[config.mk]
export PLATFORM = sky130hd
export DESIGN_NAME = pcc_top
export DESIGN_NICKNAME = d
export VERILOG_FILES = /design/src/hdl/pcc_pkg.sv /design/src/hdl/pcc_tally.sv /design/src/hdl/pcc_gap.sv /design/src/hdl/pcc_top.sv
export SDC_FILE = /design/constraint.sdc
export NUM_CORES = 1
export LEC_CHECK = 0
export BUFFER_PORTS_ARGS = -buffer_cell sky130_fd_sc_hd__buf_2
export CORE_MARGIN = 8
export CORE_UTILIZATION = 52
export CTS_CLUSTER_SIZE = 28
export DETAILED_ROUTE_END_ITERATION = 12
export GPL_ROUTABILITY_DRIVEN = 0
export GPL_TIMING_DRIVEN = 0
export PLACE_DENSITY = 0.79
export SLEW_MARGIN = 10
export SYNTH_ARGS = -nofsm -noshare
export SYNTH_HDL_FRONTEND = slang
export SYNTH_SLANG_ARGS = --single-unit
[constraint.sdc]
create_clock -name clock -period 1.93 [get_ports clock]
set_input_delay 0.0965 -clock clock [delete_from_list [all_inputs] [get_ports clock]]
set_output_delay 0.0965 -clock clock [all_outputs]
set_load 0.005 [all_outputs]
[src/hdl/pcc_pkg.sv]
`default_nettype none
package pcc_pkg;
    // register indices; byte address is four times the index
    localparam logic [15:0] IDX_COUNTER_CTRL = 16'h001B;
    localparam logic [15:0] IDX_GAP_CONFIG = 16'h061B;
    localparam logic [15:0] IDX_BYTE_TOTAL = 16'h061C;
    localparam logic [15:0] IDX_PKT_TOTAL_LOW = 16'h061D;
    localparam logic [15:0] IDX_PKT_TOTAL_HIGH = 16'h061E;
    localparam logic [15:0] IDX_MODE_CONFIG = 16'h0600;

    // counter-control bit positions
    localparam int BIT_BYTE_LOCK = 0;
    localparam int BIT_BYTE_LOCK_CLEAR = 1;
    localparam int BIT_PKT_LOCK = 14;
    localparam int BIT_PKT_LOCK_CLEAR = 15;

    // mode-config bit position: 0 single, 1 continuous
    localparam int BIT_CNT_MODE = 0;

    // field widths
    localparam int GAP_WIDTH = 8;
    localparam int BYTE_CNT_WIDTH = 16;
    localparam int PKT_CNT_WIDTH = 32;

    // reset values
    localparam logic [7:0] RST_GAP_LEN = 8'h7D;
    localparam logic [15:0] RST_TOTAL = 16'h0000;
    localparam logic RST_CNT_MODE = 1'b0;

    // terminal values of the tallies
    localparam logic [15:0] BYTE_TERMINAL = 16'hFFFF;
    localparam logic [31:0] PKT_TERMINAL = 32'h0FFFFFFF;

    // bus wait cycles before the answer
    localparam int BUS_WAIT_CYCLES = 1;
endpackage
`default_nettype wire

[src/hdl/pcc_tally.sv]
`timescale 1ns/1ps
`default_nettype none
module pcc_tally #(
    parameter int WIDTH = 16,
    parameter logic [WIDTH-1:0] TERMINAL = '1
) (
    input wire logic clock,
    input wire logic rst_n,
    input wire logic inc,
    input wire logic clear,
    input wire logic cont_mode,
    output logic [WIDTH-1:0] count,
    output logic wrap_pulse
);
    logic at_end;

    assign at_end = (count == TERMINAL);

    // tally: clear first, then hold or wrap at terminal value
    always_ff @(posedge clock or negedge rst_n)
    begin
        if (!rst_n)
        begin
            count <= '0;
        end
        else if (clear)
        begin
            count <= '0;
        end
        else if (inc)
        begin
            if (!at_end)
            begin
                count <= count + WIDTH'(1);
            end
            else if (cont_mode)
            begin
                count <= '0;
            end
            // single mode holds at the terminal value
        end
    end

    // one-cycle pulse when wrapping in continuous mode
    always_ff @(posedge clock or negedge rst_n)
    begin
        if (!rst_n)
        begin
            wrap_pulse <= 1'b0;
        end
        else
        begin
            wrap_pulse <= inc && !clear && at_end && cont_mode;
        end
    end
endmodule // pcc_tally
`default_nettype wire

[src/hdl/pcc_gap.sv]
`timescale 1ns/1ps
`default_nettype none
module pcc_gap #(
    parameter int WIDTH = 8
) (
    input wire logic clock,
    input wire logic rst_n,
    input wire logic [WIDTH-1:0] gap_len,
    input wire logic pkt_end,
    input wire logic byte_tick,
    output logic gap_active
);
    typedef enum logic {PCC_GAP_IDLE, PCC_GAP_RUN} pcc_gap_e;

    pcc_gap_e state;
    logic [WIDTH-1:0] remain;

    // idle gap of gap_len byte times after each generated packet
    always_ff @(posedge clock or negedge rst_n)
    begin
        if (!rst_n)
        begin
            state <= PCC_GAP_IDLE;
            remain <= '0;
        end
        else
        begin
            case (state)
                PCC_GAP_IDLE:
                begin
                    if (pkt_end && gap_len != '0)
                    begin
                        state <= PCC_GAP_RUN;
                        remain <= gap_len;
                    end
                end
                PCC_GAP_RUN:
                begin
                    if (byte_tick)
                    begin
                        remain <= remain - WIDTH'(1);
                        if (remain == WIDTH'(1))
                        begin
                            state <= PCC_GAP_IDLE;
                        end
                    end
                end
                default:
                begin
                    state <= PCC_GAP_IDLE;
                end
            endcase
        end
    end

    assign gap_active = (state == PCC_GAP_RUN);
endmodule // pcc_gap
`default_nettype wire

[src/hdl/pcc_top.sv]
// Functional notes
// - generated packets separated by programmable byte gap
// - sixteen-bit read-only received byte tally
// - control bits 0 or 1 freeze byte tally
// - single mode: byte tally stops at FFFF
// - 32-bit packet tally in two halves
// - control bits 15 or 14 freeze packet tally
// - single mode: packet tally stops at terminal
// - tally registers read zero after reset
// - continuous mode: pulse and wrap to zero
// - bit 1 freezes and clears, bit 0 freezes
//
// The Avalon-MM slave port was left to the implementer.
`timescale 1ns/1ps
`default_nettype none
module pcc_top #(
    parameter int GAP_WIDTH = pcc_pkg::GAP_WIDTH
) (
    input wire logic clock,
    input wire logic rst_n,
    // avalon-mm slave
    input wire logic [15:0] address,
    input wire logic read,
    input wire logic write,
    input wire logic [3:0] byteenable,
    input wire logic [31:0] writedata,
    output logic [31:0] readdata,
    output logic waitrequest,
    // checker side
    input wire logic rx_byte_valid,
    input wire logic rx_pkt_done,
    // generator side and tally wrap pulses
    input wire logic tx_pkt_end,
    input wire logic tx_byte_tick,
    output logic tx_gap_active,
    output logic byte_wrap_pulse,
    output logic pkt_wrap_pulse
);
    logic ack;
    logic req;
    logic wr_take;
    logic [13:0] idx;
    logic [GAP_WIDTH-1:0] gap_len;
    logic cnt_mode;
    logic byte_lock;
    logic byte_clear;
    logic pkt_lock;
    logic pkt_clear;
    logic [15:0] byte_live;
    logic [31:0] pkt_live;
    logic [15:0] byte_total;
    logic [15:0] pkt_total_low;
    logic [15:0] pkt_total_high;
    logic [31:0] next_readdata;

    // one wait cycle, then the request is taken
    assign req = read || write;
    assign waitrequest = req && !ack;
    assign wr_take = write && ack;
    assign idx = address[15:2];

    always_ff @(posedge clock or negedge rst_n)
    begin
        if (!rst_n)
        begin
            ack <= 1'b0;
        end
        else
        begin
            ack <= req && !ack;
        end
    end

    // write pulses from the counter-control register
    always_comb
    begin
        byte_lock = 1'b0;
        byte_clear = 1'b0;
        pkt_lock = 1'b0;
        pkt_clear = 1'b0;
        if (wr_take && idx == 14'(pcc_pkg::IDX_COUNTER_CTRL))
        begin
            byte_lock = byteenable[0]
                && (writedata[pcc_pkg::BIT_BYTE_LOCK]
                || writedata[pcc_pkg::BIT_BYTE_LOCK_CLEAR]);
            byte_clear = byteenable[0]
                && writedata[pcc_pkg::BIT_BYTE_LOCK_CLEAR];
            pkt_lock = byteenable[1]
                && (writedata[pcc_pkg::BIT_PKT_LOCK]
                || writedata[pcc_pkg::BIT_PKT_LOCK_CLEAR]);
            pkt_clear = byteenable[1]
                && writedata[pcc_pkg::BIT_PKT_LOCK_CLEAR];
        end
    end

    // gap length and count mode configuration
    always_ff @(posedge clock or negedge rst_n)
    begin
        if (!rst_n)
        begin
            gap_len <= GAP_WIDTH'(pcc_pkg::RST_GAP_LEN);
            cnt_mode <= pcc_pkg::RST_CNT_MODE;
        end
        else if (wr_take && byteenable[0])
        begin
            if (idx == 14'(pcc_pkg::IDX_GAP_CONFIG))
            begin
                gap_len <= writedata[GAP_WIDTH-1:0];
            end
            if (idx == 14'(pcc_pkg::IDX_MODE_CONFIG))
            begin
                cnt_mode <= writedata[pcc_pkg::BIT_CNT_MODE];
            end
        end
    end

    // live tallies
    pcc_tally #(
        .WIDTH(pcc_pkg::BYTE_CNT_WIDTH),
        .TERMINAL(pcc_pkg::BYTE_TERMINAL)
    ) u_byte_tally (
        .clock(clock),
        .rst_n(rst_n),
        .inc(rx_byte_valid),
        .clear(byte_clear),
        .cont_mode(cnt_mode),
        .count(byte_live),
        .wrap_pulse(byte_wrap_pulse)
    );

    pcc_tally #(
        .WIDTH(pcc_pkg::PKT_CNT_WIDTH),
        .TERMINAL(pcc_pkg::PKT_TERMINAL)
    ) u_pkt_tally (
        .clock(clock),
        .rst_n(rst_n),
        .inc(rx_pkt_done),
        .clear(pkt_clear),
        .cont_mode(cnt_mode),
        .count(pkt_live),
        .wrap_pulse(pkt_wrap_pulse)
    );

    // byte snapshot taken from the live tally before any clear
    always_ff @(posedge clock or negedge rst_n)
    begin
        if (!rst_n)
        begin
            byte_total <= pcc_pkg::RST_TOTAL;
        end
        else if (byte_lock)
        begin
            byte_total <= byte_live;
        end
    end

    // packet snapshot, both halves together
    always_ff @(posedge clock or negedge rst_n)
    begin
        if (!rst_n)
        begin
            pkt_total_low <= pcc_pkg::RST_TOTAL;
            pkt_total_high <= pcc_pkg::RST_TOTAL;
        end
        else if (pkt_lock)
        begin
            pkt_total_low <= pkt_live[15:0];
            pkt_total_high <= pkt_live[31:16];
        end
    end

    // read mux; unmapped and control addresses read zero
    always_comb
    begin
        next_readdata = 32'h00000000;
        if (idx == 14'(pcc_pkg::IDX_GAP_CONFIG))
        begin
            next_readdata[GAP_WIDTH-1:0] = gap_len;
        end
        else if (idx == 14'(pcc_pkg::IDX_MODE_CONFIG))
        begin
            next_readdata[pcc_pkg::BIT_CNT_MODE] = cnt_mode;
        end
        else if (idx == 14'(pcc_pkg::IDX_BYTE_TOTAL))
        begin
            next_readdata[15:0] = byte_total;
        end
        else if (idx == 14'(pcc_pkg::IDX_PKT_TOTAL_LOW))
        begin
            next_readdata[15:0] = pkt_total_low;
        end
        else if (idx == 14'(pcc_pkg::IDX_PKT_TOTAL_HIGH))
        begin
            next_readdata[15:0] = pkt_total_high;
        end
    end

    // read data loaded in the wait cycle, stands at the taking edge
    always_ff @(posedge clock or negedge rst_n)
    begin
        if (!rst_n)
        begin
            readdata <= 32'h00000000;
        end
        else if (read && !ack)
        begin
            readdata <= next_readdata;
        end
    end

    // inter-packet gap timer
    pcc_gap #(
        .WIDTH(GAP_WIDTH)
    ) u_gap (
        .clock(clock),
        .rst_n(rst_n),
        .gap_len(gap_len),
        .pkt_end(tx_pkt_end),
        .byte_tick(tx_byte_tick),
        .gap_active(tx_gap_active)
    );
endmodule // pcc_top
`default_nettype wire

Yosys cells after proc, flatten, opt, wreduce, memory -nomap -nowiden
Index checks and enable logic that the tools add are counted.
Operators by class
  $add $sub $neg: 3
  eq/ne operators: 13
  mux-type cells: 26
  bitwise gates (word level): 1
  reductions and logical operators: 30
Operators with widths (number)
  32-bit two-way mux: 4
  16-bit two-way mux: 7
  14-bit by 11-bit == test with 1-bit output (second input constant): 5
  32-bit by 1-bit adder with 32-bit output (second input constant): 1
  32-bit by 28-bit == test with 1-bit output (second input constant): 1
  8-bit two-way mux: 4
  16-bit by 1-bit adder with 16-bit output (second input constant): 1
  16-bit == test (second input constant): 1
  1-bit logical AND: 16
  8-bit one-hot mux with 2 select lines: 1
  15-bit two-way mux: 1
  14-bit by 5-bit == test with 1-bit output (second input constant): 1
  2-bit AND reduction: 5
  8-bit by 1-bit == test with 1-bit output (second input constant): 1
  1-bit two-way mux: 8
  8-bit nonzero test: 1
  8-bit by 1-bit subtractor with 8-bit output (second input constant): 1
  3-bit by 2-bit inequality test with 1-bit output (second input constant): 2
  2-bit nonzero test: 2
  1-bit logical NOT: 3
  1-bit logical OR: 3
  2-bit by 1-bit inequality test with 1-bit output (second input constant): 1
  2-bit inequality test (second input constant): 1
  1-bit one-hot mux with 2 select lines: 1
  1-bit inverter: 1
Word-level totals
  register bits: 133

Longest topological paths before layout
  depth in word-level cells: 7
  depth in mapped cells: 9
  mapped depth without buffers: 7

Modules after synthesis
From an unflattened synthesis, not the netlist that was laid out.
Unflattened totals
  cells, all modules: 705
  area, all modules: 7280.7 µm²
Modules (own cells, without submodules)
  pcc_top: instances 1, cells an instance 303, area an instance 3598.5 µm²
  pcc_tally at u_pkt_tally: instances 1, cells an instance 221, area an instance 1973.1 µm²
  pcc_tally at u_byte_tally: instances 1, cells an instance 112, area an instance 1088.5 µm²
  pcc_gap: instances 1, cells an instance 69, area an instance 620.6 µm²

Worst setup path after synthesis
Ideal clock, no wire load.
  kind: register to register
  start point: register u_byte_tally.count[0]
  end point: register u_byte_tally.count[7]
  arrival time: 1912 ps
  data required time: 1809 ps
  setup slack: -103 ps
  cell stages (with the launch flop): 7
  clock period less this slack: 2033 ps
  path through: dfrtp_1 > ha_1 > nand4_1 > or4b_2 > o211ai_1 > xor2_1 > nor2_1
Between the ends
  cells in the longest elaborated chain, start to end: 4
  elaborated cells on any way between the ends: 7
  those cells by class: 1 x add/sub; 2 x eq/ne; 3 x mux; 1 x reduce/logical
RTL lines
  start, declared: RTL line pcc_tally.sv:12  | output logic [WIDTH-1:0] count,
  start signal, assigned: RTL line pcc_tally.sv:34  | count <= count + WIDTH'(1);
  16-bit by 1-bit adder with 16-bit output or 16-bit == test (tied branches): RTL line pcc_tally.sv:34, pcc_tally.sv:17
  16-bit two-way mux: RTL line pcc_tally.sv:32  | if (!at_end)
  16-bit two-way mux: RTL line pcc_tally.sv:30  | else if (inc)
  16-bit two-way mux: RTL line pcc_tally.sv:26  | else if (clear)
Parallel ways exist; a longest one is shown, timed or not. The select of a mux whose other input is x is not followed.
A chain may end at the register's enable or synchronous reset.

Worst setup path in the final report
  start point: register u_pkt_tally.count[5]
  end point: register u_pkt_tally.count[17]
Between the ends
  cells in the longest elaborated chain, start to end: 4
  elaborated cells on any way between the ends: 7
  those cells by class: 1 x add/sub; 2 x eq/ne; 3 x mux; 1 x reduce/logical
RTL lines (RTL line)
  start, declared: pcc_tally.sv:12
  start signal, assigned: pcc_tally.sv:34
  32-bit by 1-bit adder with 32-bit output or 32-bit by 28-bit == test with 1-bit output (tied branches): pcc_tally.sv:34, pcc_tally.sv:17
  32-bit two-way mux: pcc_tally.sv:32
  32-bit two-way mux: pcc_tally.sv:30
  32-bit two-way mux: pcc_tally.sv:26
Parallel ways exist; a longest one is shown, timed or not. The select of a mux whose other input is x is not followed.

==> results.py <==
metrics = {
    "final_layout": {
        "layout_common_cells": "dfrtp_1 (108), buf_4 (73), nand2_1 (55)",
        "area_growth_syn_to_layout_pct": 33.6,
        "regArea_mm2": 0.00336,
        "multi_input_area_mm2": 0.00385,
        "antennaDiodeCount": 0,
        "num-nets-final": 909,
        "final_area_mm2": 0.00935,
        "drive_gt1_share_pct": 40.6,
        "final_common_cell": "dfrtp_1",
        "fill_cells": 855,
    },
    "global_route": {
        "busiest_layer": "met2",
        "use_met1_pct": 27.6,
        "grt_overflow": 0,
        "grt_pass1_wl_um": 33200,
        "grt_max_degree": 74,
        "use_met3_pct": 5.87,
        "grt_antenna_before_repair": 0,
        "grtUsageMet2_pct": 38.3,
        "grt_pass1_vias": 6495,
        "grt_usage_pct": 23.5,
    },
    "place": {
        "place_area_mm2": 0.00761,
        "place_ws_ns": -0.504,
        "hpwl_um": 13100,
        "port-buffer-count": 50,
    },
    "route": {
        "avgViaCountPerCell": 6.43,
        "wl_um": 22800,
        "vias": 6644,
        "firstDrtPassIters": 6,
        "ant_nets": 0,
        "drc": 0,
        "initialDrtViolationCount": 797,
        "routedWlPerCell_um": 22.1,
    },
    "yosys": {
        "synth-warning-count": 0,
        "yosys-top-cells-area": "dfrtp_1 (45%), mux2_2 (5.0%), mux2_4 (4.7%)",
        "synth_edf_count": 0,
        "synthesis.area_mm2": 0.00700,
        "synthArstFlopShare_pct": 100,
        "ys_ff_latch": 133,
        "avgSynthCellArea_um2": 10.2,
        "synth_top_area_share_pct": 45.4,
        "netlist_instances": 683,
        "ys_seq_area_share_pct": 47.7,
        "synth.distinct_cells": 66,
        "synth_largest_area_cell": "dfrtp_1",
        "ys.flop_type": "dfrtp_1",
    },
    "floorplanning": {
        "ioPinCount": 96,
        "initial_core_util_pct": 53.1,
        "dieArea_mm2": 0.0174,
        "die_w_um": 132,
        "fp-row-count": 42,
        "die_h_um": 132,
        "coreArea_mm2": 0.0132,
    },
    "timing": {
        "setup_ws_ns": -0.349,
        "slew_viol_final": 0,
        "post-route-period-util_pct": 118,
        "clock.fmax_ghz": 0.439,
        "finalCriticalPeriod_ns": 2.28,
        "maxSlewHeadroom_pct": 46.7,
        "max_slew.worst_pin.slew_ns": 0.792,
        "holdWs_ns": 0.0245,
        "skew_ns": 0.0120,
        "finalHoldViolCount": 0,
        "finalSetupTns_ns": -6.49,
        "rsz0062_at_grt": "true",
        "setup_viol": 62,
    },
    "worst_hold_path": {
        "min_path_type": "in2reg",
        "min_path_cells": 4,
        "min_from": "address[8]",
        "whs_endpoint": "readdata[0]$_DFFE_PN0P_",
    },
    "clock_network": {
        "cts.clk_slew.worst_paths_ns": 0.06,
        "cts_root_buf": "clkbuf_16",
        "clock_latency_ns": 0.43,
        "cts.path.max_buffers": 2,
        "clock_sinks": 133,
        "h-tree-depth": 4,
        "tritoncts": "done",
        "cts_inserted_buffers": 17,
    },
    "setup_path": {
        "timing.rr.start": "u_pkt_tally.count[5]$_DFFE_PN0P_",
        "crit_chain": "nand2_2 -> nor4_4 -> buf_6 -> buf_4 -> nor4bb_1 -> nand4_1 -> nand3_2",
        "r2r-end": "u_pkt_tally.count[17]$_DFFE_PN0P_",
        "crit_fanout": 10,
        "worst-setup-path-type": "reg2reg",
        "crit_slowest_cell": "dfrtp_1",
        "crit_arrival_ns": 2.64,
        "r2r.worst_path.cells": 7,
        "crit_path_end_kind": "register",
        "cp-start-kind": "register",
        "crit_family": "simple AND/OR/NAND/NOR gates",
        "slowest_delay_ns": 0.53,
        "reg2reg_slack_ns": -0.35,
        "crit_required_ns": 2.29,
        "worst-path-buf-inv": 2,
    },
    "status": {
        "failed_checks": "negative setup slack",
        "outcome": "complete, but fails checks",
    },
    "power": {
        "p_leak_nw": 4.22,
        "p_per_area_mw_per_mm2": 841,
        "power_mw": 7.87,
        "ir_drop_uv": 637,
    },
    "flow_run": {
        "cap_violations": 0,
    },
}
[where the power goes]
group | internal (mW) | total (mW) | switching, mW | leakage (nW)
clock | 1.83 | 3.01 | 1.18 | 0.259
combinational | 0.590 | 1.42 | 0.829 | 2.25
sequential | 3.04 | 3.44 | 0.396 | 1.72
total | 5.46 | 7.87 | 2.41 | 4.22
[flip-flops by register name, indices dropped and copies added (netlist names)]
name	count
u_pkt_tally.count	32
pkt_total_low	16
pkt_total_high	16
u_gap.gap_active	1
cnt_mode	1
byte_total	16
u_byte_tally.count	16
gap_len	8
readdata	16
ack	1
u_gap.remain	8
u_byte_tally.wrap_pulse	1
u_pkt_tally.wrap_pulse	1
[how the worst max path moves through the flow]
stage               depth (start not counted)                         startpoint                                end
floorplan                                   7  u_pkt_tally.count[28]$_DFFE_PN0P_   u_pkt_tally.count[7]$_DFFE_PN0P_
CTS                                         7  u_pkt_tally.count[29]$_DFFE_PN0P_   u_pkt_tally.count[7]$_DFFE_PN0P_
global placement                            1                              rst_n   u_pkt_tally.count[8]$_DFFE_PN0P_
detailed placement                          7                         address[3]  u_pkt_tally.count[14]$_DFFE_PN0P_
global route                                7   u_pkt_tally.count[5]$_DFFE_PN0P_  u_pkt_tally.count[17]$_DFFE_PN0P_
finish                                      7   u_pkt_tally.count[5]$_DFFE_PN0P_  u_pkt_tally.count[17]$_DFFE_PN0P_
[tightest hold or removal path, stage by stage]
cell	delay, ns
buf_2	0.10
nor4_1	0.06
nand4_1	0.08
a31oi_1	0.08
[stage by stage]
step | std cells | utilization, %
finish | 1034 | 70.9
global placement | 924 | 57.5
global route | 1034 | 70.9
detailed placement | 925 | 57.7
CTS | 1006 | 67.0
floorplan | 698 | -
[layer usage]
metal / routed length, um / vias to the layer above
li1: - / 2844
met1: 8500 / 3257
met2: 11100 / 431
met3: 2030 / 112
met4: 1140 / 0
met5: 0 / -
[synthesized netlist by cell type, types with 4 or more instances]
cell type and count:
mux2i_1 16, and3_1 4, nor4_4 4, buf_2 9
mux2_4 22, nor3_1 16, buf_4 16, inv_1 14
o31ai_1 23, a21oi_1 46, dfstp_2 6, o21ai_0 34
nand3_1 30, or3_1 15, dfrtp_1 127, a2bb2oi_1 8
a31o_2 4, a31oi_1 5, nand4_1 23, nor4_1 12
o211ai_1 11, ha_1 4, nor2_1 45, clkbuf_1 18
nand2_1 62, nand2b_1 4, mux2_2 31, or4_1 13
or2_2 6
[cells by family (layout without fill, tap and decap cells)]
logic type	after synthesis	count (layout)	synth area share [%]
xor+xnor	4	4	0.501
other cells	1	16	0.0536
flops	133	133	47.7
compound gates	156	156	14.6
simple gates	255	255	19.9
buf+inv	61	221	4.61
mux	69	69	12.0
fa+ha+maj	4	4	0.715
[layout make-up]
cell class	instances	area share [%]
clock inverter	5	0.562
multi-input combinational	504	41.2
timing repair buffer	132	10.6
inverter	14	0.562
tap	176	2.35
sequential	133	35.9
clock buffer	27	5.16
buffer	43	3.59
[timing repair]
item,in CTS,in global routing
pin swaps,37,39
hold buffers,11,0
setup endpoints to repair,98,88
resized for setup,84,77
gates cloned,3,1
hold endpoints to repair,78,0
buffers inserted,38,30
No activity file was read; power rests on OpenSTA's default activity.
